File: config.mk
export PLATFORM = sky130hd
export DESIGN_NAME = ifbm_fetch_master
export DESIGN_NICKNAME = d
export VERILOG_FILES = /design/src/rtl/ifbm_pkg.sv /design/src/rtl/ifbm_fill_buf.sv /design/src/rtl/ifbm_fetch_master.sv
export SDC_FILE = /design/constraint.sdc
export NUM_CORES = 2
export LEC_CHECK = 0
export ABC_CLOCK_PERIOD_IN_PS = 17800
export BUFFER_PORTS_ARGS = -buffer_cell sky130_fd_sc_hd__clkbuf_2
export CORE_MARGIN = 10
export CORE_UTILIZATION = 51
export DETAILED_ROUTE_END_ITERATION = 8
export GPL_TIMING_DRIVEN = 0
export HOLD_SLACK_MARGIN = 0.03
export PLACE_DENSITY = 0.74
export REMOVE_ABC_BUFFERS = 1
export SKIP_LAST_GASP = 1
export SLEW_MARGIN = 20
export SYNTH_ARGS = -nofsm -noshare
export SYNTH_HDL_FRONTEND = slang
export SYNTH_HIERARCHICAL = 1
export SYNTH_SLANG_ARGS = --single-unit
File: constraint.sdc
create_clock -name ref_clk -period 17.8 [get_ports ref_clk]
set_input_delay 3.56 -clock ref_clk [delete_from_list [all_inputs] [get_ports ref_clk]]
set_output_delay 3.56 -clock ref_clk [all_outputs]
set_load 0.03 [all_outputs]
File: src/rtl/ifbm_pkg.sv
// Shared constants, register map and state encoding of the instruction fetch bus master.
// Assumes a single clock domain shared by the core side and the local bus.
package ifbm_pkg;

  // Bus and line geometry.
  localparam int ADDR_W     = 30;
  localparam int DATA_W     = 64;
  localparam int WORD_W     = 32;
  localparam int LINE_WORDS = 8;
  localparam int IDX_W      = 3;
  localparam int TAG_W      = ADDR_W - IDX_W;

  // Line size codes on the two driven size bits.
  localparam logic [1:0] SIZE_4W = 2'h1;
  localparam logic [1:0] SIZE_8W = 2'h2;

  // Beats per line for each size and slave width.
  localparam logic [3:0] BEATS_4W_64 = 4'h2;
  localparam logic [3:0] BEATS_4W_32 = 4'h4;
  localparam logic [3:0] BEATS_8W_64 = 4'h4;
  localparam logic [3:0] BEATS_8W_32 = 4'h8;

  // Register map and field positions.
  localparam int         RADDR_W        = 4;
  localparam logic [3:0] REG_CORE_CFG   = 4'h0;
  localparam logic [3:0] REG_STATUS     = 4'h4;
  localparam int         CFG_NCSIZE_BIT = 0;
  localparam int         CFG_NOFILL_BIT = 1;
  localparam int         CFG_PRIO_LSB   = 2;
  localparam logic [1:0] CFG_PRIO_RESET = 2'h0;
  localparam int         ST_BUSY_BIT    = 0;
  localparam int         ST_ERR_BIT     = 1;
  localparam int         ST_SLVBSY_BIT  = 2;
  localparam int         ST_VALID_LSB   = 8;

  // Fetch sequencer states, Gray coded along idle, request, data, done.
  typedef enum logic [1:0] {
    ST_IDLE = 2'h0,
    ST_REQ  = 2'h1,
    ST_DATA = 2'h3,
    ST_DONE = 2'h2
  } ifbm_state_t;

endpackage

File: src/rtl/ifbm_fill_buf.sv
// Line fill buffer: eight instruction words with a valid bit each.
// Assumes writes come from the bus sequencer on the same clock; read port is combinational.
`timescale 1ns/1ps
module ifbm_fill_buf
  import ifbm_pkg::*;
(
  // Clock and reset
  input  wire logic                         ref_clk,
  input  wire logic                         sys_rst,
  // Write side
  input  wire logic                         clr,
  input  wire logic                         wr_en,
  input  wire logic                         wr_wide,
  input  wire logic [IDX_W-1:0]             wr_idx,
  input  wire logic [DATA_W-1:0]            wr_data,
  // Read side
  input  wire logic [IDX_W-1:0]             rd_idx,
  output logic      [WORD_W-1:0]            rd_word,
  output logic      [LINE_WORDS*WORD_W-1:0] line_flat,
  output logic      [LINE_WORDS-1:0]        valid
);

  logic [WORD_W-1:0] word_reg [LINE_WORDS];

  // Each entry is placed by the beat's index, so any return order fills correctly.
  for (genvar i = 0; i < LINE_WORDS; i++) begin : g_word
    logic hit;
    logic [WORD_W-1:0] din;
    localparam logic [IDX_W-1:0] IDX = IDX_W'(i);
    // A doubleword beat covers the even/odd pair; a word beat arrives on the upper lane.
    assign hit = wr_en && (wr_wide ? (wr_idx[IDX_W-1:1] == IDX[IDX_W-1:1]) : (wr_idx == IDX));
    assign din = (wr_wide && IDX[0]) ? wr_data[WORD_W-1:0] : wr_data[DATA_W-1:WORD_W];
    // Storage and valid flag of one word.
    always_ff @(posedge ref_clk or posedge sys_rst) begin
      if (sys_rst) begin
        word_reg[i] <= '0;
        valid[i]    <= 1'b0;
      end else if (clr) begin
        valid[i] <= 1'b0;
      end else if (hit) begin
        word_reg[i] <= din;
        valid[i]    <= 1'b1;
      end
    end
    assign line_flat[i*WORD_W +: WORD_W] = word_reg[i];
  end

  // Read port for buffer hits.
  assign rd_word = word_reg[rd_idx];

endmodule

File: src/rtl/ifbm_fetch_master.sv
// Instruction fetch bus master: issues line reads, fills the line buffer, bypasses the
// target word, serves buffer hits and writes finished cacheable lines to the cache.
// Assumes the local bus runs on ref_clk, so bus inputs need no synchroniser.
//
// Contract
// - Only reads memory; 30-bit address out, 64-bit read data in.
// - Works with 64-bit or 32-bit slaves, one beat per cycle.
// - Request raised on cache miss or non-cacheable access.
// - Address holds word bits only; arbiter ties two low bits to zero.
// - Requests are aligned doublewords; no byte enables used.
// - Two size bits encode four or eight words; upper bits tied zero.
// - Cacheable requests always use eight-word line size.
// - Cacheable and user storage attributes driven with each request.
// - Two-bit priority driven for arbiter selection.
// - Unacknowledged request can be aborted on branch or interrupt.
// - Beats arrive in any order, placed by word index.
// - Target instruction bypassed to fetch stage on arrival.
// - Later fetches hitting the fill buffer are served at hit speed.
// - Non-cacheable line size chosen by software size bit.
// - Non-cacheable lines stay only in the fill buffer.
// - Full cacheable line written to cache unless no-allocate set.
// - Error-free cacheable touch-fetched lines always written to cache.
`timescale 1ns/1ps
module ifbm_fetch_master
  import ifbm_pkg::*;
(
  // Clock and reset
  input  wire logic                         ref_clk,
  input  wire logic                         sys_rst,
  // Fetch stage request
  input  wire logic                         core_fetch_valid,
  input  wire logic [ADDR_W-1:0]            core_fetch_addr,
  input  wire logic                         core_fetch_cacheable,
  input  wire logic                         core_fetch_user_attr,
  input  wire logic                         core_fetch_touch,
  input  wire logic                         core_cache_hit,
  input  wire logic                         core_flush,
  // Fetch stage answer
  output logic                              core_ready,
  output logic                              core_instr_valid,
  output logic      [WORD_W-1:0]            core_instr_data,
  // Cache line write
  output logic                              cache_wr_en,
  output logic      [TAG_W-1:0]             cache_wr_tag,
  output logic      [LINE_WORDS*WORD_W-1:0] cache_wr_line,
  // Local bus request
  output logic                              fetch_req,
  output logic      [ADDR_W-1:0]            fetch_addr,
  output logic      [1:0]                   line_size,
  output logic                              cacheable_attr,
  output logic                              user_storage_attr,
  output logic      [1:0]                   fetch_priority,
  output logic                              fetch_abort,
  // Local bus response
  input  wire logic                         addr_accept,
  input  wire logic                         slave_width,
  input  wire logic                         read_beat_valid,
  input  wire logic [DATA_W-1:0]            read_data_bus,
  input  wire logic [IDX_W-1:0]             read_word_index,
  input  wire logic                         slave_busy,
  input  wire logic                         slave_error,
  // Register port
  input  wire logic [RADDR_W-1:0]           reg_addr,
  input  wire logic [31:0]                  reg_wdata,
  input  wire logic                         reg_wr,
  input  wire logic                         reg_rd,
  output logic      [31:0]                  reg_rdata
);

  ifbm_state_t state_reg;
  ifbm_state_t state_next;
  logic              noncache_line_size_sel_reg;
  logic              no_allocate_fetch_reg;
  logic [1:0]        prio_reg;
  logic              err_reg;
  logic              line_err_reg;
  logic              touch_reg;
  logic              wide_reg;
  logic              tgt_pend_reg;
  logic [3:0]        beats_reg;
  logic [TAG_W-1:0]  tag_reg;
  logic              line_ok_reg;
  logic [WORD_W-1:0] fb_word;
  logic [LINE_WORDS*WORD_W-1:0] fb_line;
  logic [LINE_WORDS-1:0]        fb_valid;
  logic              miss;
  logic              buf_hit;
  logic              issue;
  logic              beat;
  logic              tgt_hit;
  logic              bypass;
  logic              last_beat;
  logic              aborting;
  logic              alloc;
  logic [3:0]        beats_need;
  logic [WORD_W-1:0] tgt_word;

  // Beats expected for the latched size and the width the slave reported.
  function automatic logic [3:0] beats_f(input logic [1:0] sz, input logic wide);
    logic [3:0] n;
    n = BEATS_8W_32;
    case ({sz == SIZE_8W, wide})
      2'h0:    n = BEATS_4W_32;
      2'h1:    n = BEATS_4W_64;
      2'h2:    n = BEATS_8W_32;
      2'h3:    n = BEATS_8W_64;
      default: n = BEATS_8W_32;
    endcase
    return n;
  endfunction

  // Request decode; a buffer hit also counts while the line is still arriving.
  assign miss       = core_fetch_valid && (!core_fetch_cacheable || !core_cache_hit);
  assign buf_hit    = core_fetch_valid && line_ok_reg &&
                      (tag_reg == core_fetch_addr[ADDR_W-1:IDX_W]) &&
                      fb_valid[core_fetch_addr[IDX_W-1:0]];
  assign issue      = (state_reg == ST_IDLE) && miss && !buf_hit && !slave_busy;
  assign beat       = (state_reg == ST_DATA) && read_beat_valid;
  assign beats_need = beats_f(line_size, wide_reg);
  assign last_beat  = beat && (beats_reg + 4'h1 == beats_need);
  assign aborting   = (state_reg == ST_REQ) && core_flush && !addr_accept;
  assign alloc      = cacheable_attr && !line_err_reg && (!no_allocate_fetch_reg || touch_reg);

  // Does this beat carry the target word, and which lane holds it.
  assign tgt_hit  = wide_reg ? (read_word_index[IDX_W-1:1] == fetch_addr[IDX_W-1:1])
                             : (read_word_index == fetch_addr[IDX_W-1:0]);
  assign tgt_word = (wide_reg && fetch_addr[0]) ? read_data_bus[WORD_W-1:0]
                                                : read_data_bus[DATA_W-1:WORD_W];
  assign bypass   = beat && tgt_pend_reg && tgt_hit && !core_flush;

  // Sequencer next state.
  always_comb begin
    state_next = state_reg;
    case (state_reg)
      ST_IDLE: if (issue) state_next = ST_REQ;
      ST_REQ: begin
        if (addr_accept) state_next = ST_DATA;
        else if (core_flush) state_next = ST_IDLE;
      end
      ST_DATA: if (last_beat) state_next = ST_DONE;
      ST_DONE: state_next = ST_IDLE;
      default: state_next = ST_IDLE;
    endcase
  end

  // State register.
  always_ff @(posedge ref_clk or posedge sys_rst) begin
    if (sys_rst) state_reg <= ST_IDLE;
    else state_reg <= state_next;
  end

  // Bus request outputs; read-only master, no write or byte-enable pins exist.
  always_ff @(posedge ref_clk or posedge sys_rst) begin
    if (sys_rst) begin
      fetch_req         <= 1'b0;
      fetch_addr        <= '0;
      line_size         <= SIZE_4W;
      cacheable_attr    <= 1'b0;
      user_storage_attr <= 1'b0;
      fetch_priority    <= CFG_PRIO_RESET;
      touch_reg         <= 1'b0;
    end else if (issue) begin
      fetch_req         <= 1'b1;
      fetch_addr        <= core_fetch_addr;
      line_size         <= (core_fetch_cacheable || noncache_line_size_sel_reg) ?
                           SIZE_8W : SIZE_4W;
      cacheable_attr    <= core_fetch_cacheable;
      user_storage_attr <= core_fetch_user_attr;
      fetch_priority    <= prio_reg;
      touch_reg         <= core_fetch_touch;
    end else if ((state_reg == ST_REQ) && (addr_accept || core_flush)) begin
      fetch_req <= 1'b0;
    end
  end

  // Abort is a one-cycle pulse, only for a request not yet acknowledged.
  always_ff @(posedge ref_clk or posedge sys_rst) begin
    if (sys_rst) fetch_abort <= 1'b0;
    else fetch_abort <= aborting;
  end

  // Transfer bookkeeping: width, beat count, bypass pending, error.
  always_ff @(posedge ref_clk or posedge sys_rst) begin
    if (sys_rst) begin
      wide_reg     <= 1'b0;
      beats_reg    <= '0;
      tgt_pend_reg <= 1'b0;
      line_err_reg <= 1'b0;
    end else begin
      if (issue) begin
        beats_reg    <= '0;
        tgt_pend_reg <= 1'b1;
        line_err_reg <= 1'b0;
      end
      if ((state_reg == ST_REQ) && addr_accept) wide_reg <= slave_width;
      if (beat) beats_reg <= beats_reg + 4'h1;
      // Only an error on this line blocks its allocation; the status flag is the sticky one.
      if (beat && slave_error) line_err_reg <= 1'b1;
      // A flush after acknowledge cannot stop the line, but the target is no longer wanted.
      if (bypass || core_flush || (state_reg == ST_DONE)) tgt_pend_reg <= 1'b0;
    end
  end

  // Sticky transfer error; a fresh error wins over a software clear in the same cycle.
  always_ff @(posedge ref_clk or posedge sys_rst) begin
    if (sys_rst) err_reg <= 1'b0;
    else if (beat && slave_error) err_reg <= 1'b1;
    else if (reg_wr && reg_addr == REG_STATUS && reg_wdata[ST_ERR_BIT]) err_reg <= 1'b0;
  end

  // Buffer ownership: a new request claims it, an abort or failed line drops it.
  always_ff @(posedge ref_clk or posedge sys_rst) begin
    if (sys_rst) begin
      tag_reg     <= '0;
      line_ok_reg <= 1'b0;
    end else if (issue) begin
      tag_reg     <= core_fetch_addr[ADDR_W-1:IDX_W];
      line_ok_reg <= 1'b1;
    end else if (aborting || ((state_reg == ST_DONE) && line_err_reg)) begin
      line_ok_reg <= 1'b0;
    end
  end

  // Fill buffer; the old line lives on until the next request needs the space.
  ifbm_fill_buf u_fill (
    .ref_clk   (ref_clk),
    .sys_rst   (sys_rst),
    .clr       (issue),
    .wr_en     (beat),
    .wr_wide   (wide_reg),
    .wr_idx    (read_word_index),
    .wr_data   (read_data_bus),
    .rd_idx    (core_fetch_addr[IDX_W-1:0]),
    .rd_word   (fb_word),
    .line_flat (fb_line),
    .valid     (fb_valid)
  );

  // Instruction return: bypass of the arriving target beats a buffer hit that cycle.
  always_ff @(posedge ref_clk or posedge sys_rst) begin
    if (sys_rst) begin
      core_instr_valid <= 1'b0;
      core_instr_data  <= '0;
    end else if (bypass) begin
      core_instr_valid <= 1'b1;
      core_instr_data  <= tgt_word;
    end else if (buf_hit && !core_flush) begin
      core_instr_valid <= 1'b1;
      core_instr_data  <= fb_word;
    end else begin
      core_instr_valid <= 1'b0;
    end
  end

  // Ready tells the fetch stage that a miss would be taken now.
  always_ff @(posedge ref_clk or posedge sys_rst) begin
    if (sys_rst) core_ready <= 1'b0;
    else core_ready <= (state_next == ST_IDLE) && !slave_busy;
  end

  // Cache write of a completed line; non-cacheable lines never leave the buffer.
  always_ff @(posedge ref_clk or posedge sys_rst) begin
    if (sys_rst) begin
      cache_wr_en   <= 1'b0;
      cache_wr_tag  <= '0;
      cache_wr_line <= '0;
    end else begin
      cache_wr_en <= (state_reg == ST_DONE) && alloc;
      if (state_reg == ST_DONE) begin
        cache_wr_tag  <= tag_reg;
        cache_wr_line <= fb_line;
      end
    end
  end

  // Core configuration register.
  always_ff @(posedge ref_clk or posedge sys_rst) begin
    if (sys_rst) begin
      noncache_line_size_sel_reg <= 1'b0;
      no_allocate_fetch_reg      <= 1'b0;
      prio_reg                   <= CFG_PRIO_RESET;
    end else if (reg_wr && reg_addr == REG_CORE_CFG) begin
      noncache_line_size_sel_reg <= reg_wdata[CFG_NCSIZE_BIT];
      no_allocate_fetch_reg      <= reg_wdata[CFG_NOFILL_BIT];
      prio_reg <= reg_wdata[CFG_PRIO_LSB +: 2];
    end
  end

  // Read data stand for one cycle only; unmapped offsets read zero.
  always_ff @(posedge ref_clk or posedge sys_rst) begin
    if (sys_rst) begin
      reg_rdata <= '0;
    end else begin
      reg_rdata <= '0;
      if (reg_rd && reg_addr == REG_CORE_CFG) begin
        reg_rdata[CFG_NCSIZE_BIT]    <= noncache_line_size_sel_reg;
        reg_rdata[CFG_NOFILL_BIT]    <= no_allocate_fetch_reg;
        reg_rdata[CFG_PRIO_LSB +: 2] <= prio_reg;
      end else if (reg_rd && reg_addr == REG_STATUS) begin
        reg_rdata[ST_BUSY_BIT]                   <= (state_reg != ST_IDLE);
        reg_rdata[ST_ERR_BIT]                    <= err_reg;
        reg_rdata[ST_SLVBSY_BIT]                 <= slave_busy;
        reg_rdata[ST_VALID_LSB +: LINE_WORDS]    <= fb_valid;
      end
    end
  end
endmodule

==> flow_summary.yaml <==
status:
  status: "finished clean"
routing:
  wirelength_mm: 85.10
  drtIter0Drc: 1350
  drtPass1Iterations: 5
  via_per_inst: 5.915
  antenna_left: 0
  vias: 18360
  wl_per_cell_um: 27.42
  drc: 0
worst_setup_path:
  worst-path-buf-inv: 7
  worst_setup_path_end_kind: "flop"
  slowest_delay_ns: 0.75
  startpoint_type: "primary input"
  cp_max_fo: 36
  worstSetupPathType: "in2reg"
  reg2reg_depth: 11
  rr_startpoint: "fetch_addr[9]$_DFFE_PP0P_"
  regToRegSetupSlack_ns: 13.27
  critPathRequiredTime_ns: 18.27
  cp.depth: 14
  reg2reg_to: "u_fill/line_flat[201]$_DFFE_PP0P_"
  cp_cell_sequence: "clkbuf_8 -> buf_16 -> mux4_2 -> mux2i_2 -> nor4_4 -> buf_4 -> a221oi_4 -> buf_6 -> buf_6 -> nand4b_1 -> nor2b_4 -> buf_16 -> buf_8 -> mux2_1"
  arrival_ns: 8.11
  crit_slowest_cell: "nor4_4"
  critPathTopFamily: "buffers and inverters"
power_and_ir_drop:
  power_mw: 5.948
  p_leak_nw: 17.41
  irDropWorstVdd_mv: 0.1056
  powerDensity_nw_per_um2: 171.9
run:
  cap_violations: 0
synthesis:
  synth_xor_area_share_pct: 1.080
  ys_ff_latch: 648
  synthArstFlopShare_pct: 100.0
  synthAdderAreaFrac_pct: 0.1322
  synth_simple_gate_area_share_pct: 3.261
  syn_area_um2: 28390
  synth_top_family_by_area: "multiplexers"
  syn_inst: 1821
  synthMuxAreaShare_pct: 32.20
  yosysWarnings: 6
  synth_common_cells: "dfrtp_1, mux2_2, clkbuf_1"
  synth.area.top_cells: "dfrtp_1, mux2_2, mux2_4, mux4_1, mux4_2"
  synth_edf_count: 0
  synth.distinct_cells: 51
  yosysTopAreaCell: "dfrtp_1"
  synth_flop_cell: "dfrtp_1"
  syn_avg_cell_area_um2: 15.59
  synth.most_common_cell: "dfrtp_1"
  synth-compound-area-share_pct: 3.098
  synth.top_cell.area_share_pct: 57.03
  ys_seq_area_share_pct: 57.12
hold_path:
  hold_end: "fetch_req$_DFFE_PP0P_"
  min_from: "fetch_req$_DFFE_PP0P_"
  holdPathStages: 1
  hp-class: "reg2reg"
sta:
  rsz0062_at_grt: "no"
  period_needed_ns: 7.638
  timing.final.ws_setup_ns: 10.16
  finClkSkew_ns: 0.02228
  max_freq_ghz: 0.1309
  worst_pin_slew_ns: 0.8309
  drv_slew: 0
  setup_viol: 0
  finalHoldViolCount: 0
  maxSlewHeadroom_pct: 44.61
  fin_crit_sh_pct: 42.91
die:
  dieHeight_um: 255.9
  core_area_um2: 55090
  initial_core_util_pct: 51.53
  rows: 86
  die_area_um2: 65510
  ios: 536
  die_width_um: 255.9
clocking:
  clockRootBuffer: "clkbuf_16"
  cts.sinks: 648
  post_cts_resized: 0
  hold_buffers: 0
  cts_max_level: 3
  tritoncts: "yes"
  cts_inserted_buffers: 70
  clockBufferDepth: 3
  path_clk_slew_ns: 0.06
  insertion_delay_ns: 0.61
  post_cts_buffers: 0
layout:
  final_cells: 3103
  fin_nets: 2452
  fill_cells: 4066
  multi_input_area_um2: 11450
  drive_gt1_share_pct: 54.97
  area_growth_pct: 21.86
  ff_latch_area_um2: 16220
placed_design:
  gp_congestion: 0.8903
  dp.cells: 2977
  hpwl_mm: 58.55
  place_ws_ns: 9.613
  portBuffers: 487
global_routing:
  grt_max_degree: 99
  overflow: 0
  grt_pass1_wl_mm: 128.9
  grt_pass1_vias: 19940
  antenna_found_initial: 3
  grt_usage_pct: 25.64
final cells by class:
cell class	count	share of cell area, %
Antenna cell	1	0.007233
Sequential cell	648	46.90
Clock buffer	102	6.054
Tap cell	748	2.705
Multi-Input combinational cell	1033	33.10
Timing Repair Buffer	536	10.01
Clock inverter	23	1.056
Inverter	12	0.1736
worst max path at each step:
stage / from / end / slack, ns
after global placement: state_reg[0]$_DFF_PP0_ / cache_wr_line[228]$_DFFE_PP0P_ / -3.75
after CTS: core_fetch_addr[2] / u_fill/line_flat[201]$_DFFE_PP0P_ / 10.23
after global routing: core_fetch_addr[2] / u_fill/line_flat[201]$_DFFE_PP0P_ / 10.11
after detailed placement: core_fetch_addr[2] / u_fill/line_flat[204]$_DFFE_PP0P_ / 9.61
final: core_fetch_addr[2] / u_fill/line_flat[201]$_DFFE_PP0P_ / 10.16
after floorplan: state_reg[0]$_DFF_PP0_ / cache_wr_line[0]$_DFFE_PP0P_ / 3.32
per-stage QoR:
stage / setup TNS (ns) / instance area (µm²) / utilization [%] / hold WS [ns]
floorplan: 0 / 27630 / - / 0.4501
global placement: -1397.13 / 31000 / 56.27 / 0.4609
detailed placement: 0 / 32130 / 58.33 / 0.4784
CTS: 0 / 34590 / 62.79 / 0.4921
global route: 0 / 34600 / 62.80 / 0.5068
finish: 0 / 34600 / 62.80 / 0.4880
metal layers:
layer  vias to the layer above  track usage, %  part of all wire [%]
met2                       824           42.18                    49
met4                         4           10.12                   3.8
li1                       7701               -                     -
met5                         -               0                 0.040
met1                      9631           31.53                    39
met3                       195           7.323                   8.4
kinds of logic (layout without fill, tap and decap cells):
family | after synthesis | in the layout
fa+ha+maj | 3 | 3
compound gates | 123 | 123
flops | 648 | 648
buf+inv | 159 | 673
mux | 713 | 713
other cells | 1 | 21
simple gates | 139 | 139
xor+xnor | 35 | 35
worst reg2reg max path: stages, from the launching register on:
cell and delay, ns:
dfrtp_1 0.43, xor2_1 0.18, nor4_1 0.50, and4_4 0.84
a221oi_4 0.22, buf_6 0.21, buf_6 0.17, nand4b_1 0.32
nor2b_4 0.72, buf_16 0.26, buf_8 0.20, mux2_1 0.35
cells in the final DEF (no fill, tap or decap), types with 4 or more instances in the layout:
cell type	Yosys	layout
xor2_1	17	17
xnor2_1	18	18
buf_12	0	20
dfrtp_1	647	645
and3_1	33	33
a31oi_1	32	32
clkbuf_2	0	483
mux2_4	68	68
nor2_1	9	9
o31ai_1	33	33
nand2_4	0	4
nand4_1	5	5
and2_1	8	8
nor4_1	4	4
inv_1	12	10
clkbuf_8	0	20
clkbuf_1	72	12
mux2_2	517	517
a21o_1	7	7
buf_16	0	17
bufinv_16	0	9
nor2b_1	9	4
mux2_1	58	58
nor2b_4	0	5
o21ai_0	11	11
mux4_1	31	31
clkinv_2	0	9
clkbuf_16	0	72
nand4b_1	33	33
nand2_1	18	14
conb_1	1	20
buf_6	22	8
mux4_2	35	35
a211oi_1	34	34
power breakdown:
| part | switching (mW) | internal [mW] | total [mW] | leakage (nW) |
|---|---|---|---|---|
| Combinational | 1.06 | 0.920 | 1.98 | 7.52 |
| Clock | 0.600 | 0.948 | 1.55 | 1.21 |
| Sequential | 0.433 | 1.99 | 2.42 | 8.67 |
| Total | 2.09 | 3.86 | 5.95 | 17.4 |
Power figures use the tool's default switching activity.
